**config.mk**
```make
export PLATFORM = sky130hd
export DESIGN_NAME = usu_top
export DESIGN_NICKNAME = d
export VERILOG_FILES = /design/src/hw/usu_sync.v /design/src/hw/usu_top.v
export VERILOG_INCLUDE_DIRS = /design/src /design/src/hw
export SDC_FILE = /design/constraint.sdc
export NUM_CORES = 1
export LEC_CHECK = 0
export CAP_MARGIN = 10
export CORE_MARGIN = 3
export CORE_UTILIZATION = 25
export CTS_BUF_LIST = sky130_fd_sc_hd__clkbuf_2 sky130_fd_sc_hd__clkbuf_4 sky130_fd_sc_hd__clkbuf_8
export CTS_CLUSTER_DIAMETER = 120
export CTS_CLUSTER_SIZE = 12
export DETAILED_ROUTE_END_ITERATION = 12
export DONT_BUFFER_PORTS = 1
export PLACE_DENSITY = 0.48
export SLEW_MARGIN = 10
export SYNTH_ARGS = -nofsm -noshare
export SYNTH_HDL_FRONTEND = slang
export SYNTH_HIERARCHICAL = 1
export SYNTH_SLANG_ARGS = --single-unit
```
**constraint.sdc**
```tcl
create_clock -name clk -period 1.4 [get_ports clk]
set_input_delay 0.28 -clock clk [delete_from_list [all_inputs] [get_ports clk]]
set_output_delay 0.28 -clock clk [all_outputs]
set_load 0.01 [all_outputs]
```
**src/hw/usu_map.vh**
```
`ifndef USU_MAP_VH
`define USU_MAP_VH
// Data register width and counter width.
`define USU_DATA_W 8
`define USU_CNT_W 4
// Reset values.
`define USU_DATA_RST 8'h00
`define USU_CNT_RST 4'h0
// Counter value at which the next clock wraps it.
`define USU_CNT_MAX 4'hF
// Wire mode encodings of the two mode bits.
`define USU_WM_OFF 2'h0
`define USU_WM_THREE 2'h1
`define USU_WM_TWO 2'h2
`define USU_WM_TWO_HOLD 2'h3
// Clock source select encodings: {clock_source_select, external_edge_select}.
`define USU_CS_SOFT 2'h0
`define USU_CS_TIMER 2'h1
`define USU_CS_EXT_POS 2'h2
`define USU_CS_EXT_NEG 2'h3
`endif

```
**src/hw/usu_sync.v**
```verilog
`timescale 1ns/1ps
`default_nettype none
// Two flip-flop synchroniser for one level from outside the clock domain.
module usu_sync #(
  parameter RST_VAL = 1'b0
) (
  input  wire clk,
  input  wire rst_n,
  input  wire ce,
  input  wire d,
  output reg  q
);
  reg meta_q;

  // The first stage feeds only the second stage.
  always @(posedge clk or negedge rst_n) begin
    if (!rst_n) begin
      meta_q <= RST_VAL;
      q      <= RST_VAL;
    end else if (ce) begin
      meta_q <= d;
      q      <= meta_q;
    end
  end
endmodule
`default_nettype wire

```
**src/hw/usu_top.v**
```verilog
`timescale 1ns/1ps
`default_nettype none
`include "usu_map.vh"
////////////////////////////////////////////////////////////////////////////////
module usu_top #(
  parameter DATA_W = `USU_DATA_W,
  parameter CNT_W  = `USU_CNT_W
) (
  input  wire              clk,
  input  wire              rstn,
  input  wire              ce,
  input  wire [1:0]        wire_mode,
  input  wire              clock_source_select,
  input  wire              external_edge_select,
  input  wire              software_clock_strobe,
  input  wire              clock_toggle_strobe,
  input  wire              timer_compare_match,
  input  wire              data_wr,
  input  wire [DATA_W-1:0] data_wdata,
  output reg  [DATA_W-1:0] shift_data_q,
  input  wire              cnt_wr,
  input  wire [CNT_W-1:0]  cnt_wdata,
  output reg  [CNT_W-1:0]  cnt_q,
  input  wire              ovf_clr,
  output reg               counter_overflow_flag,
  input  wire              start_clr,
  output reg               start_flag,
  output wire              ovf_irq,
  output wire              start_irq,
  input  wire              serial_data_in,
  input  wire              serial_clock_pin,
  input  wire              serial_clock_pin_port,
  output reg               serial_clock_pin_out,
  output wire              serial_clock_pin_oe,
  output reg               serial_data_out,
  output reg               two_wire_data_out,
  output wire              two_wire_data_oe,
  output wire              rx_valid,
  input  wire              rx_ready,
  output wire [DATA_W-1:0] rx_data
);
  ////////////////////////////////////////////////////////////////////////////////
  // Reset release and pin synchronisers.
  reg  rst_meta_q;
  reg  rst_n_q;
  wire din_s;
  wire sck_s;
  reg  sck_prev_q;

  // Reset is asserted at once and released through two flip-flops.
  always @(posedge clk or negedge rstn) begin
    if (!rstn) begin
      rst_meta_q <= 1'b0;
      rst_n_q    <= 1'b0;
    end else begin
      rst_meta_q <= 1'b1;
      rst_n_q    <= rst_meta_q;
    end
  end

  // The data input resets high, its idle two-wire level, so no false start follows reset.
  usu_sync #(.RST_VAL(1'b1)) u_sync_din (
    .clk   (clk),
    .rst_n (rst_n_q),
    .ce    (ce),
    .d     (serial_data_in),
    .q     (din_s)
  );

  usu_sync #(.RST_VAL(1'b0)) u_sync_sck (
    .clk   (clk),
    .rst_n (rst_n_q),
    .ce    (ce),
    .d     (serial_clock_pin),
    .q     (sck_s)
  );

  // Previous synchronised clock level for edge detection.
  always @(posedge clk or negedge rst_n_q) begin
    if (!rst_n_q) begin
      sck_prev_q <= 1'b0;
    end else if (ce) begin
      sck_prev_q <= sck_s;
    end
  end

  ////////////////////////////////////////////////////////////////////////////////
  // Clock source selection.
  wire [1:0] cs_sel;
  wire       sck_rise;
  wire       sck_fall;
  wire       ext_src;
  reg        shift_clk;
  reg        cnt_clk;

  assign cs_sel   = {clock_source_select, external_edge_select};
  assign sck_rise = sck_s & ~sck_prev_q;
  assign sck_fall = ~sck_s & sck_prev_q;
  assign ext_src  = clock_source_select;

  // Select the shift clock and the counter clock from one source.
  always @* begin
    shift_clk = 1'b0;
    cnt_clk   = 1'b0;
    case (cs_sel)
      `USU_CS_SOFT: begin
        shift_clk = software_clock_strobe;
        cnt_clk   = software_clock_strobe;
      end
      `USU_CS_TIMER: begin
        shift_clk = timer_compare_match;
        cnt_clk   = timer_compare_match;
      end
      `USU_CS_EXT_POS: begin
        shift_clk = sck_rise;
        cnt_clk   = sck_rise | sck_fall;
      end
      `USU_CS_EXT_NEG: begin
        shift_clk = sck_fall;
        cnt_clk   = sck_rise | sck_fall;
      end
      default: begin
        shift_clk = 1'b0;
        cnt_clk   = 1'b0;
      end
    endcase
    // The software strobe also counts when an external pin clock source is chosen.
    if (ext_src && software_clock_strobe) begin
      cnt_clk = 1'b1;
    end
  end

  // Word handed to the buffer at a wrap. In mode 0 the wrapping edge does not
  // shift, so the register already holds the byte; otherwise take the shifted value.
  wire [DATA_W-1:0] rx_word;

  assign rx_word = (shift_clk & ~data_wr) ? {shift_data_q[DATA_W-2:0], din_s}
                                          : shift_data_q;

  ////////////////////////////////////////////////////////////////////////////////
  // Shift register; write wins over a coincident shift.
  always @(posedge clk or negedge rst_n_q) begin
    if (!rst_n_q) begin
      shift_data_q <= `USU_DATA_RST;
    end else if (ce) begin
      if (data_wr) begin
        shift_data_q <= data_wdata;
      end else if (shift_clk) begin
        shift_data_q <= {shift_data_q[DATA_W-2:0], din_s};
      end
    end
  end

  ////////////////////////////////////////////////////////////////////////////////
  // Counter and overflow flag; a wrap beats a software clear.
  wire cnt_wrap;

  assign cnt_wrap = cnt_clk & (cnt_q == `USU_CNT_MAX) & ~cnt_wr;

  always @(posedge clk or negedge rst_n_q) begin
    if (!rst_n_q) begin
      cnt_q                 <= `USU_CNT_RST;
      counter_overflow_flag <= 1'b0;
    end else if (ce) begin
      if (cnt_wr) begin
        cnt_q <= cnt_wdata;
      end else if (cnt_clk) begin
        cnt_q <= cnt_q + {{(CNT_W-1){1'b0}}, 1'b1};
      end
      if (cnt_wrap) begin
        counter_overflow_flag <= 1'b1;
      end else if (ovf_clr) begin
        counter_overflow_flag <= 1'b0;
      end
    end
  end

  // Overflow request is a level usable as an idle wake-up source.
  assign ovf_irq = counter_overflow_flag;

  ////////////////////////////////////////////////////////////////////////////////
  // Output latch: open in the first half of an external clock, else always.
  wire latch_open;
  wire two_wire;

  assign two_wire   = wire_mode[1];
  assign latch_open = ~ext_src | (sck_s == external_edge_select);

  // Latch modelled as a clocked enable so the pin moves on the opposite edge.
  always @(posedge clk or negedge rst_n_q) begin
    if (!rst_n_q) begin
      serial_data_out   <= 1'b0;
      two_wire_data_out <= 1'b0;
    end else if (ce) begin
      if (latch_open) begin
        serial_data_out   <= (wire_mode == `USU_WM_THREE) & shift_data_q[DATA_W-1];
        two_wire_data_out <= shift_data_q[DATA_W-1];
      end
    end
  end

  // Open-drain data pin pulls low only when the top bit is zero.
  assign two_wire_data_oe = two_wire & ~two_wire_data_out;

  ////////////////////////////////////////////////////////////////////////////////
  // Two-wire start detector and clock hold.
  reg din_prev_q;
  reg hold_q;
  wire start_det;

  assign start_det = two_wire & sck_s & sck_prev_q & din_prev_q & ~din_s;

  always @(posedge clk or negedge rst_n_q) begin
    if (!rst_n_q) begin
      din_prev_q <= 1'b1;
      start_flag <= 1'b0;
      hold_q     <= 1'b0;
    end else if (ce) begin
      din_prev_q <= din_s;
      if (start_det) begin
        start_flag <= 1'b1;
      end else if (start_clr) begin
        start_flag <= 1'b0;
      end
      if (start_det || (cnt_wrap && wire_mode == `USU_WM_TWO_HOLD)) begin
        hold_q <= 1'b1;
      end else if (!start_flag && !(counter_overflow_flag && wire_mode == `USU_WM_TWO_HOLD)) begin
        hold_q <= 1'b0;
      end
    end
  end

  assign start_irq = start_flag;

  // Clock pin: toggled by strobe or port, forced low by a two-wire hold.
  reg sck_tog_q;

  always @(posedge clk or negedge rst_n_q) begin
    if (!rst_n_q) begin
      sck_tog_q            <= 1'b0;
      serial_clock_pin_out <= 1'b0;
    end else if (ce) begin
      if (clock_toggle_strobe) begin
        sck_tog_q <= ~sck_tog_q;
      end
      serial_clock_pin_out <= (sck_tog_q ^ serial_clock_pin_port) & ~(two_wire & hold_q);
    end
  end

  // Without hardware slave select the pin is driven during a two-wire hold, or outside two-wire mode when master or toggled high.
  assign serial_clock_pin_oe = (two_wire & hold_q) | (~two_wire & (sck_tog_q | ~ext_src));

  ////////////////////////////////////////////////////////////////////////////////
  // Two-entry receive buffer loaded on each overflow that finds it not full.
  usu_fifo2 #(.W(DATA_W)) u_rx (
    .clk     (clk),
    .rst_n   (rst_n_q),
    .ce      (ce),
    .in_valid(cnt_wrap),
    .in_ready(),
    .in_data (rx_word),
    .out_valid(rx_valid),
    .out_ready(rx_ready),
    .out_data(rx_data)
  );
endmodule

////////////////////////////////////////////////////////////////////////////////
// Two-entry buffer with valid and ready on both sides.
module usu_fifo2 #(
  parameter W = 8
) (
  input  wire         clk,
  input  wire         rst_n,
  input  wire         ce,
  input  wire         in_valid,
  output wire         in_ready,
  input  wire [W-1:0] in_data,
  output wire         out_valid,
  input  wire         out_ready,
  output wire [W-1:0] out_data
);
  reg [W-1:0] mem_q [0:1];
  reg         wp_q;
  reg         rp_q;
  reg [1:0]   cnt_q;
  wire        push;
  wire        pop;

  assign in_ready  = (cnt_q != 2'h2);
  assign out_valid = (cnt_q != 2'h0);
  assign out_data  = mem_q[rp_q];
  assign push      = in_valid & in_ready & ce;
  assign pop       = out_valid & out_ready & ce;

  // Pointers and occupancy; a full buffer drops the newest word.
  always @(posedge clk or negedge rst_n) begin
    if (!rst_n) begin
      wp_q     <= 1'b0;
      rp_q     <= 1'b0;
      cnt_q    <= 2'h0;
      mem_q[0] <= {W{1'b0}};
      mem_q[1] <= {W{1'b0}};
    end else begin
      if (push) begin
        mem_q[wp_q] <= in_data;
        wp_q        <= ~wp_q;
      end
      if (pop) begin
        rp_q <= ~rp_q;
      end
      if (push && !pop) begin
        cnt_q <= cnt_q + 2'h1;
      end else if (pop && !push) begin
        cnt_q <= cnt_q - 2'h1;
      end
    end
  end
endmodule
`default_nettype wire

```
Word-level counts from Yosys, hierarchy flattened
Index checks and enable logic that the tools add are counted.
{"block": "totals", "wordCells": 123, "register_bits": 47, "inputBits": 30, "out_inout_bits": 30}
{"block": "classes", "n_eq_ne": 8, "muxes": 22, "bitwise": 37, "n_reduce_logical": 28, "magnitude_cmp": 3, "n_addsub": 3}
{"cell": "two-way mux 8 bit", "n": 7}
{"cell": "AND 1 bit", "n": 18}
{"cell": "bitwise mux 16 bit", "n": 1}
{"cell": "AND reduction 2 bit", "n": 7}
{"cell": "nonzero test 2 bit", "n": 7}
{"cell": "inverter 1 bit", "n": 12}
{"cell": "demux 8 bit (select 1 bit)", "n": 1}
{"cell": "two-way mux 4 bit", "n": 2}
{"cell": "logical AND 1 bit", "n": 7}
{"cell": "two-way mux 1 bit", "n": 7}
{"cell": "== test 2 bit, second input constant", "n": 3}
{"cell": "adder 4 x 1 -> 4 bit, second input constant", "n": 1}
{"cell": "== test 2 x 1 -> 1 bit, second input constant", "n": 2}
{"cell": "== test 4 bit, second input constant", "n": 1}
{"cell": ">= comparator 2 bit, second input constant", "n": 2}
{"cell": "zero test 1 bit", "n": 4}
{"cell": "two-way mux 2 bit", "n": 2}
{"cell": "inverter 1 -> 2 bit", "n": 2}
{"cell": "bitwise OR 1 bit", "n": 4}
{"cell": "case mux 1 bit (4 select lines)", "n": 1}
{"cell": "case mux 1 bit (3 select lines)", "n": 1}
{"cell": "adder 2 x 1 -> 2 bit, second input constant", "n": 1}
{"cell": "zero test 2 bit", "n": 1}
{"cell": "less-than comparator 2 x 1 -> 1 bit, second input constant", "n": 1}
{"cell": "6 further kinds", "n": 6}

Logic depth before layout (Yosys ltp)
Gate-level depths: netlist of the first run.
{"block": "logic_depth", "ltp_word": 13, "ltp_mapped": 10, "mapped_depth_nobuf": 10}

By module
Netlist of the first run, hierarchy kept.
{"module": "usu_top", "cells_per_inst": 130, "seq_area_each_um2": 576.8, "instances": 1, "area_each_um2": 1378.8}
{"module": "usu_fifo2", "cells_per_inst": 59, "seq_area_each_um2": 500.5, "instances": 1, "area_each_um2": 932.1}
{"module": "usu_sync at u_sync_din", "cells_per_inst": 4, "seq_area_each_um2": 52.6, "instances": 1, "area_each_um2": 75.1}
{"module": "usu_sync at u_sync_sck", "cells_per_inst": 4, "seq_area_each_um2": 50.0, "instances": 1, "area_each_um2": 72.6}

Least setup slack after synthesis of the first run
OpenSTA, ideal clock, no wires.
{"block": "synth_path", "path_type": "reg2reg", "from": "register u_sync_sck.q", "to": "register u_rx.cnt_q[1]", "t_required_ps": 1274, "stages_incl_launch_ff": 11, "path_buffers": 0, "setup_slack_ps": -665, "synth_period_minus_slack_ps": 2065, "setup_time_ps": 126, "arrival_time_ps": 1940, "path_cell_list": "dfrtp_1 > inv_1 > ha_1 > nor2b_1 > o31a_1 > and2_4 > and3_2 > ha_1 > xor2_1 > nor2_1 > xor2_1"}
{"block": "synth_between", "elab_chain_cells": 12, "word_cells_on_any_way": 15}
{"element": "start, declared", "line": "usu_sync.v:11", "rtl": "output reg q"}
{"element": "start signal, assigned", "line": "usu_sync.v:22", "rtl": "q <= meta_q;"}
{"element": "inverter 1 bit", "line": "usu_top.v:98", "rtl": "assign sck_fall = ~sck_s & sck_prev_q;"}
{"element": "AND 1 bit", "line": "usu_top.v:98"}
{"element": "bitwise OR 1 bit (*)", "line": "usu_top.v:116, usu_top.v:120"}
{"element": "case mux 1 bit (3 select lines) (*)", "line": "usu_top.v:105", "rtl": "case (cs_sel)"}
{"element": "two-way mux 1 bit (*)", "line": "usu_top.v:128", "rtl": "if (ext_src && software_clock_strobe) begin"}
{"element": "AND 1 bit (*) (2 in series)", "line": "usu_top.v:158", "rtl": "assign cnt_wrap = cnt_clk & (cnt_q == `USU_CNT_MAX) & ~cnt_wr;"}
{"element": "net cnt_wrap", "line": "usu_top.v:156", "rtl": "wire cnt_wrap;"}
{"element": "AND 1 bit (*) (2 in series)", "line": "usu_top.v:293", "rtl": "assign push = in_valid & in_ready & ce;"}
{"element": "net u_rx.push", "line": "usu_top.v:287", "rtl": "wire push;"}
{"element": "zero test 1 bit", "line": "usu_top.v:314", "rtl": "end else if (pop && !push) begin"}
{"element": "logical AND 1 bit", "line": "usu_top.v:314"}
{"element": "nonzero test 2 bit (no line)"}
{"element": "end signal, assigned", "line": "usu_top.v:313", "rtl": "cnt_q <= cnt_q + 2'h1;"}
{"element": "end signal, assigned", "line": "usu_top.v:315", "rtl": "cnt_q <= cnt_q - 2'h1;"}
{"element": "end, declared", "line": "usu_top.v:286", "rtl": "reg [1:0] cnt_q;"}
Mark *: on every way through the listed nets, which the timed path passes. The rest lies on a longest branch.
A chain may end at the register's enable or synchronous reset.

Final worst setup path of the first run
{"block": "layout_path", "from": "register sck_prev_q", "to": "register u_rx/mem_q[3] (netlist name)"}
{"block": "layout_between", "word_cells_on_any_way": 14}
{"element": "start, declared", "line": "usu_top.v:48", "rtl": "reg sck_prev_q;"}
{"element": "start signal, assigned", "line": "usu_top.v:83", "rtl": "sck_prev_q <= sck_s;"}
{"element": "inverter 1 bit", "line": "usu_top.v:97", "rtl": "assign sck_rise = sck_s & ~sck_prev_q;"}
{"element": "AND 1 bit", "line": "usu_top.v:97"}
{"element": "case mux 1 bit (4 select lines) (*)", "line": "usu_top.v:105"}
{"element": "AND 1 bit (*)", "line": "usu_top.v:137", "rtl": "assign rx_word = (shift_clk & ~data_wr) ? {shift_data_q[DATA_W-2:0], din_s}"}
{"element": "two-way mux 8 bit (*)", "line": "usu_top.v:137"}
{"element": "net rx_word[3]", "line": "usu_top.v:135", "rtl": "wire [DATA_W-1:0] rx_word;"}
{"element": "bitwise mux 16 bit (*)", "line": "usu_top.v:306", "rtl": "mem_q[wp_q] <= in_data;"}
{"element": "end signal, assigned by index", "line": "usu_top.v:306"}
{"element": "end, declared", "line": "usu_top.v:283", "rtl": "reg [W-1:0] mem_q [0:1];"}
Marks and branches as above.

==> results of run 1 <==
## worst reg2reg max path: stages, from the launching register on
cell	delay [ps]
dfrtp_1	410
inv_2	50
ha_2	150
mux4_2	560
nand2_8	150
mux2_4	320
mux2_4	260
## worst paths after layout
| kind | from | cells after the start | slack [ps] | endpoint |
|---|---|---|---|---|
| min in group asynchronous | rst_n_q | 0 | 160 | u_rx/mem_q[11] |
| worst min register to register | rst_n_q | 0 | 160 | u_rx/mem_q[11] |
| worst max register to register | sck_prev_q | 6 | -620 | u_rx/mem_q[3] |
| max in group asynchronous | rst_n_q | 1 | 720 | din_prev_q |
| worst min-delay path | ce | 1 | 90 | sck_prev_q |
| worst max-delay path | sck_prev_q | 6 | -620 | u_rx/mem_q[3] |
## power by group through the flow
stage	Combinational, mW	Clock [mW]	Sequential, mW
after floorplan	1.10	0	2.08
after global placement	1.52	0	2.14
after detailed placement	1.55	0	2.14
after CTS	1.70	1.10	2.12
after global routing	1.94	1.15	2.19
final	1.79	1.05	2.12
## cells by family after synthesis
| family | count (synthesis) | share of synthesized area, % |
|---|---|---|
| flip-flops | 47 | 48.0 |
| XOR/XNOR | 7 | 2.49 |
| adder cells (fa/ha/maj) | 4 | 2.04 |
| multiplexers | 43 | 22.5 |
| buffers and inverters | 14 | 3.21 |
| other | 1 | 0.153 |
| AND/OR/NAND/NOR | 34 | 9.72 |
| AO/OA/AOI/OAI | 47 | 11.9 |
## metrics by stage
step	util (%)	total power [mW]	hold WS (ps)	TNS [ps]	instance area (µm²)
2_1_floorplan	-	3.18	-15.6	-13260	2500
5_1_grt	34.3	5.28	71.6	-20670	3230
6_report	34.3	4.96	91.5	-17340	3230
3_3_place_gp	30.3	3.66	-15.5	-15350	2850
3_5_place_dp	30.3	3.69	-15.5	-16060	2850
4_1_cts	32.9	4.91	73.1	-16840	3100
## layout make-up
cell class,count,area share [%]
clock inverter,3,1.47
tap,129,4.99
sequential,47,36.5
multi-input combinational,136,42.9
timing repair buffer,39,11.4
inverter,5,0.619
clock buffer,5,2.13
## timing repair
action                                  4_1_cts  5_1_grt
buffers inserted                              5        2
gates resized for setup                      16       17
cloned                                        0        1
endpoints found under the setup margin       42       44
hold endpoints to repair                      2        0
hold buffers                                  1        0
pin swaps                                    14       20
## cell usage in the layout, fill, tap and decap left out, types with 3 or more instances in the layout
cell type / instances
a21oi_1: 12
buf_4: 28
o22ai_1: 11
o22ai_2: 8
clkbuf_8: 5
dfrtp_1: 43
nand2_1: 10
dfstp_2: 3
buf_6: 6
xor2_1: 3
mux2_2: 20
o311ai_4: 3
mux2_4: 18
## flip-flops by register name, indices dropped and copies added, names as in the netlist, 2 cells and up
| signal | count |
|---|---|
| cnt_q | 4 |
| u_rx/mem_q | 16 |
| shift_data_q | 8 |
| u_rx/cnt_q | 2 |
## layer usage
metal	routed length (µm)	vias up	global-route usage [%]
met3	348	7	3.95
li1	-	797	-
met2	2960	41	18.6
met4	69	0	3.19
met5	0	-	0
met1	2630	867	14.3
==> run_results.csv, run 1 <==
group,metric,value,unit
placement,hpwlAfterDp,4440,µm
synthesis,ys_seq_area_share,48.0,%
timing,setup_violations,44,
placement,pre_cts_ws,-683,ps
clock_tree,cts-htree-levels,2,
final_layout,fin_nets,268,
placement,portBuffers,0,
critical_path,worstPathRequired,1600,ps
critical_path,critPathKind,"flip-flop to flip-flop",
clock_tree,insertion_delay,310,ps
critical_path,path_cells,"inv_2, ha_2, mux4_2, nand2_8, mux2_4, mux2_4",
synthesis,synthMostInstantiatedCell,"dfrtp_1",
final_layout,multi_input_area,1390,µm²
timing,final.setup.worst_slack,-618,ps
clock_tree,cts_buffers,5,
global_routing,antenna_found_initial,0,
floorplanning,initial_utilization,26.1,%
run,drv_cap,0,
run_status,outcome,"complete, but fails checks",
min_path,hold_class,"primary input to flip-flop",
floorplanning,die_h,105,µm
global_routing,grtUsageTotal,11.4,%
drt,final_antenna_net_count,0,
timing,period_needed,2020,ps
final_layout,area_growth,31.5,%
synthesis,synth_ff_type,"dfrtp_1",
synthesis,syn_avg_cell_area,12.5,µm²
floorplanning,ios,60,
power_and_ir_drop,power_frac_clock,21.2,%
clock_tree,root_buffer,"clkbuf_8",
synthesis,synth_async_sr_flop_share,100,%
timing,fin_crit_sh,144,%
floorplanning,core,9420,µm²
timing,fmax,495,MHz
power_and_ir_drop,p_seq_share,42.7,%
critical_path,start_kind,"flip-flop",
critical_path,path_buf_inv,1,
critical_path,cpMostUsedCell,"mux2_4",
critical_path,cp.arrival,2220,ps
drt,drt_iter0_drc,35,
drt,wl_per_cell,16.5,µm
timing,slew_violations,0,
placement,dp.cells,348,
synthesis,yosys.area.top_type_share,44.8,%
critical_path,endpoint_kind,"flip-flop",
drt,first_pass_iters,4,
floorplanning,fp-row-count,35,
drt,routed_wl,6010,µm
drt,drc,0,
drt,vias,1712,
critical_path,slowest_stage,"mux4_2",
run_status,violations,"negative setup slack",
synthesis,syn_nets,231,
power_and_ir_drop,power.density,1540,nW/µm²
clock_tree,max-clock-path-buffers,2,
global_routing,grt_max_degree,39,
power_and_ir_drop,peakVddDrop,0.491,mV
synthesis,yosys-top-cells-area,"dfrtp_1 45%, mux2_4 9.8%, mux2_2 9.6%",
final_layout,num_antenna_cells,0,
final_layout,fillers,936,
synthesis,synth-edff-count,0,
power_and_ir_drop,internal-power,3.37,mW
global_routing,overflow,0,
synthesis,yosys_warnings,6,
clock_tree,cts_tree,"built",
placement,gp_congestion,0.746,
power_and_ir_drop,power_frac_comb,36.1,%
power_and_ir_drop,p_switching,1.59,mW
power_and_ir_drop,p_sw_share,32.1,%
floorplanning,die_area,11100,µm²
critical_path,cp_max_fo,8,
global_routing,grt_pass1_vias,1843,
timing,clock_skew,5.55,ps
critical_path,max_stage_delay,560,ps
synthesis,synth_area,2460,µm²
clock_tree,clk_pin_slew,100,ps
final_layout,instances_no_fill,364,
synthesis,synth_top_area_cell,"dfrtp_1",
timing,final_hold_viol_count,0,
synthesis,synthTopCellsByCount,"44 x dfrtp_1, 21 x mux2_2, 20 x o22ai_1",
critical_path,crit_family,"multiplexers",
synthesis,synth-seq-cells,47,
global_routing,grt_first_pass_wirelength,9950,µm
final_layout,ff_latch_area,1180,µm²
power_and_ir_drop,leakage,1.43,nW
clock_tree,numClockSinks,47,
final_layout,drive_gt1_share,51.5,%
drt,vias_per_cell,4.70,
timing,rsz0062_at_grt,"yes",
synthesis,synth_cells,197,
synthesis,synth_cell_type_count,45,
floorplanning,die_x,105,µm
Power figures use the tool's default switching activity.
==> run 2, diff against run 1 <==
- REMOVE_ABC_BUFFERS: default -> 1
==> run 2 against run 1 <==
Compared with the run above:
- the run still ends with negative setup slack left
- sequential power about the same
- clock power about the same
- combinational power increased by 6%
- critical endpoint is now u_rx/mem_q[5]
==> run_results.csv, run 2 (synthesis results as in run 1) <==
group,metric,value,unit
clock_tree,cts_buffers,5,
global_routing,grt_first_pass_wirelength,9640,µm
power_and_ir_drop,peakVddDrop,0.413,mV
final_layout,regMostFlops,"u_rx/mem_q",
drt,final_antenna_net_count,0,
run_status,outcome,"complete, but fails checks",
clock_tree,cts_tree,"built",
timing,rsz0062_at_grt,"yes",
drt,wl_per_cell,16.2,µm
power_and_ir_drop,p_seq_share,41.6,%
critical_path,crit_start,"sck_prev_q",
power_and_ir_drop,power_frac_comb,37.7,%
timing,clock_skew,9.93,ps
power_and_ir_drop,leakage,1.41,nW
clock_tree,numClockSinks,47,
global_routing,overflow,0,
timing,fmax,496,MHz
floorplanning,initial_utilization,26.1,%
min_path,hold_class,"primary input to flip-flop",
placement,pre_cts_ws,-636,ps
critical_path,start_kind,"flip-flop",
final_layout,drive_gt1_share,46.5,%
critical_path,crit_end,"u_rx/mem_q[5]",
drt,routed_wl,5830,µm
drt,first_pass_iters,4,
clock_tree,insertion_delay,300,ps
final_layout,largest_reg_flops,16,
critical_path,cp.arrival,2210,ps
final_layout,instances_no_fill,359,
drt,vias_per_cell,4.58,
global_routing,antenna_found_initial,0,
final_layout,final_cell_area,3160,µm²
timing,setup_violations,42,
critical_path,reg2reg_depth,6,
power_and_ir_drop,p_switching,1.60,mW
placement,dp.cells,343,
floorplanning,die_h,105,µm
floorplanning,ios,60,
timing,slew_violations,0,
drt,vias,1645,
final_layout,reg_top3,"u_rx/mem_q: 16 flops, shift_data_q: 8 flops, cnt_q: 4 flops",
final_layout,mostFrequentLayoutCell,"dfrtp_1",
global_routing,grt_pass1_vias,1766,
power_and_ir_drop,power_frac_clock,20.7,%
final_layout,num_antenna_cells,0,
placement,placed_area,2800,µm²
clock_tree,root_buffer,"clkbuf_8",
power_and_ir_drop,p_sw_share,31.8,%
timing,final_hold_viol_count,0,
final_layout,fin_nets,263,
placement,hpwlAfterDp,4160,µm
run_status,violations,"negative setup slack",
floorplanning,core,9420,µm²
critical_path,r2r_end,"u_rx/mem_q[5]",
global_routing,grt_max_degree,46,
critical_path,endpoint_kind,"flip-flop",
power_and_ir_drop,power.density,1590,nW/µm²
timing,setup_tns,-15960,ps
clock_tree,cts-htree-levels,2,
final_layout,area_growth,28.5,%
timing,fin_crit_sh,144,%
run,drv_cap,0,
timing,final.setup.worst_slack,-617,ps
drt,drc,0,
critical_path,critPathKind,"flip-flop to flip-flop",
critical_path,worstPathRequired,1590,ps
critical_path,reg2reg_setup_slack,-620,ps
floorplanning,die_x,105,µm
power_and_ir_drop,power,5.03,mW
placement,gp_congestion,0.752,
clock_tree,clk_pin_slew,90,ps
timing,hold_slack,78.9,ps
critical_path,reg2reg_from,"sck_prev_q",
power_and_ir_drop,internal-power,3.43,mW
placement,portBuffers,0,
final_layout,layout_common_cells,"42 x dfrtp_1, 30 x mux2_4, 25 x buf_4",
timing,period_needed,2020,ps
final_layout,postLayoutCoreUtil,33.6,%
floorplanning,die_area,11100,µm²
drt,drt_iter0_drc,21,
clock_tree,max-clock-path-buffers,2,
critical_path,cp_max_fo,8,
floorplanning,fp-row-count,35,
global_routing,grtUsageTotal,10.9,%
[run 2: cell count changes in the layout (fill, tap and decap cells not counted), sizes merged]
cell and change:
clkbuf -1, buf -4, clkinvlp +1, clkinv -1
[run 2: per-layer routing]
metal / vias up / wire [µm] / track usage [%]
met5: - / 0 / 0
met4: 0 / 89 / 3.66
met3: 5 / 327 / 3.52
met2: 30 / 2840 / 17.2
met1: 819 / 2570 / 14.2
li1: 791 / - / -
[run 2: power groups by stage]
| stage | combinational (mW) | clock [mW] | sequential, mW |
|---|---|---|---|
| global route | 2.06 | 1.14 | 2.16 |
| CTS | 1.79 | 1.08 | 2.07 |
| finish | 1.89 | 1.04 | 2.09 |
| global placement | 1.47 | 0 | 2.13 |
| detailed placement | 1.49 | 0 | 2.14 |
| floorplan | 0.997 | 0 | 2.12 |
[run 2: worst max-delay path, stage by stage, from the launching register on]
cell and delay, ps:
dfrtp_1 430, inv_2 50, ha_2 160, mux4_2 540
nand2_8 150, mux2_4 320, mux2_4 270
[run 2: worst min-delay path by stage]
stage                     from          to  slack, ps  cells past startpoint
after global routing        ce  sck_prev_q         70                      1
after floorplan           rstn  rst_meta_q        -20                      0
after global placement    rstn     rst_n_q        -20                      0
after CTS                   ce  sck_prev_q         70                      1
after detailed placement  rstn  rst_meta_q        -20                      0
final                       ce  sck_prev_q         80                      1
[run 2: timing repair]
action / in CTS / in global routing
endpoints found under the hold margin: 2 / 0
gates cloned: 0 / 0
pin swaps: 13 / 17
setup buffers: 7 / 3
endpoints found under the setup margin: 42 / 43
resized for setup: 25 / 19
hold buffers: 1 / 0
[run 2: layout make-up]
class / instances / area, µm²
inverter: 5 / 20.0
clock buffer: 5 / 68.8
tap: 129 / 161
sequential: 47 / 1180
fill: 953 / 6250
multi-input combinational: 136 / 1380
timing repair buffer: 34 / 305
clock inverter: 3 / 46.3
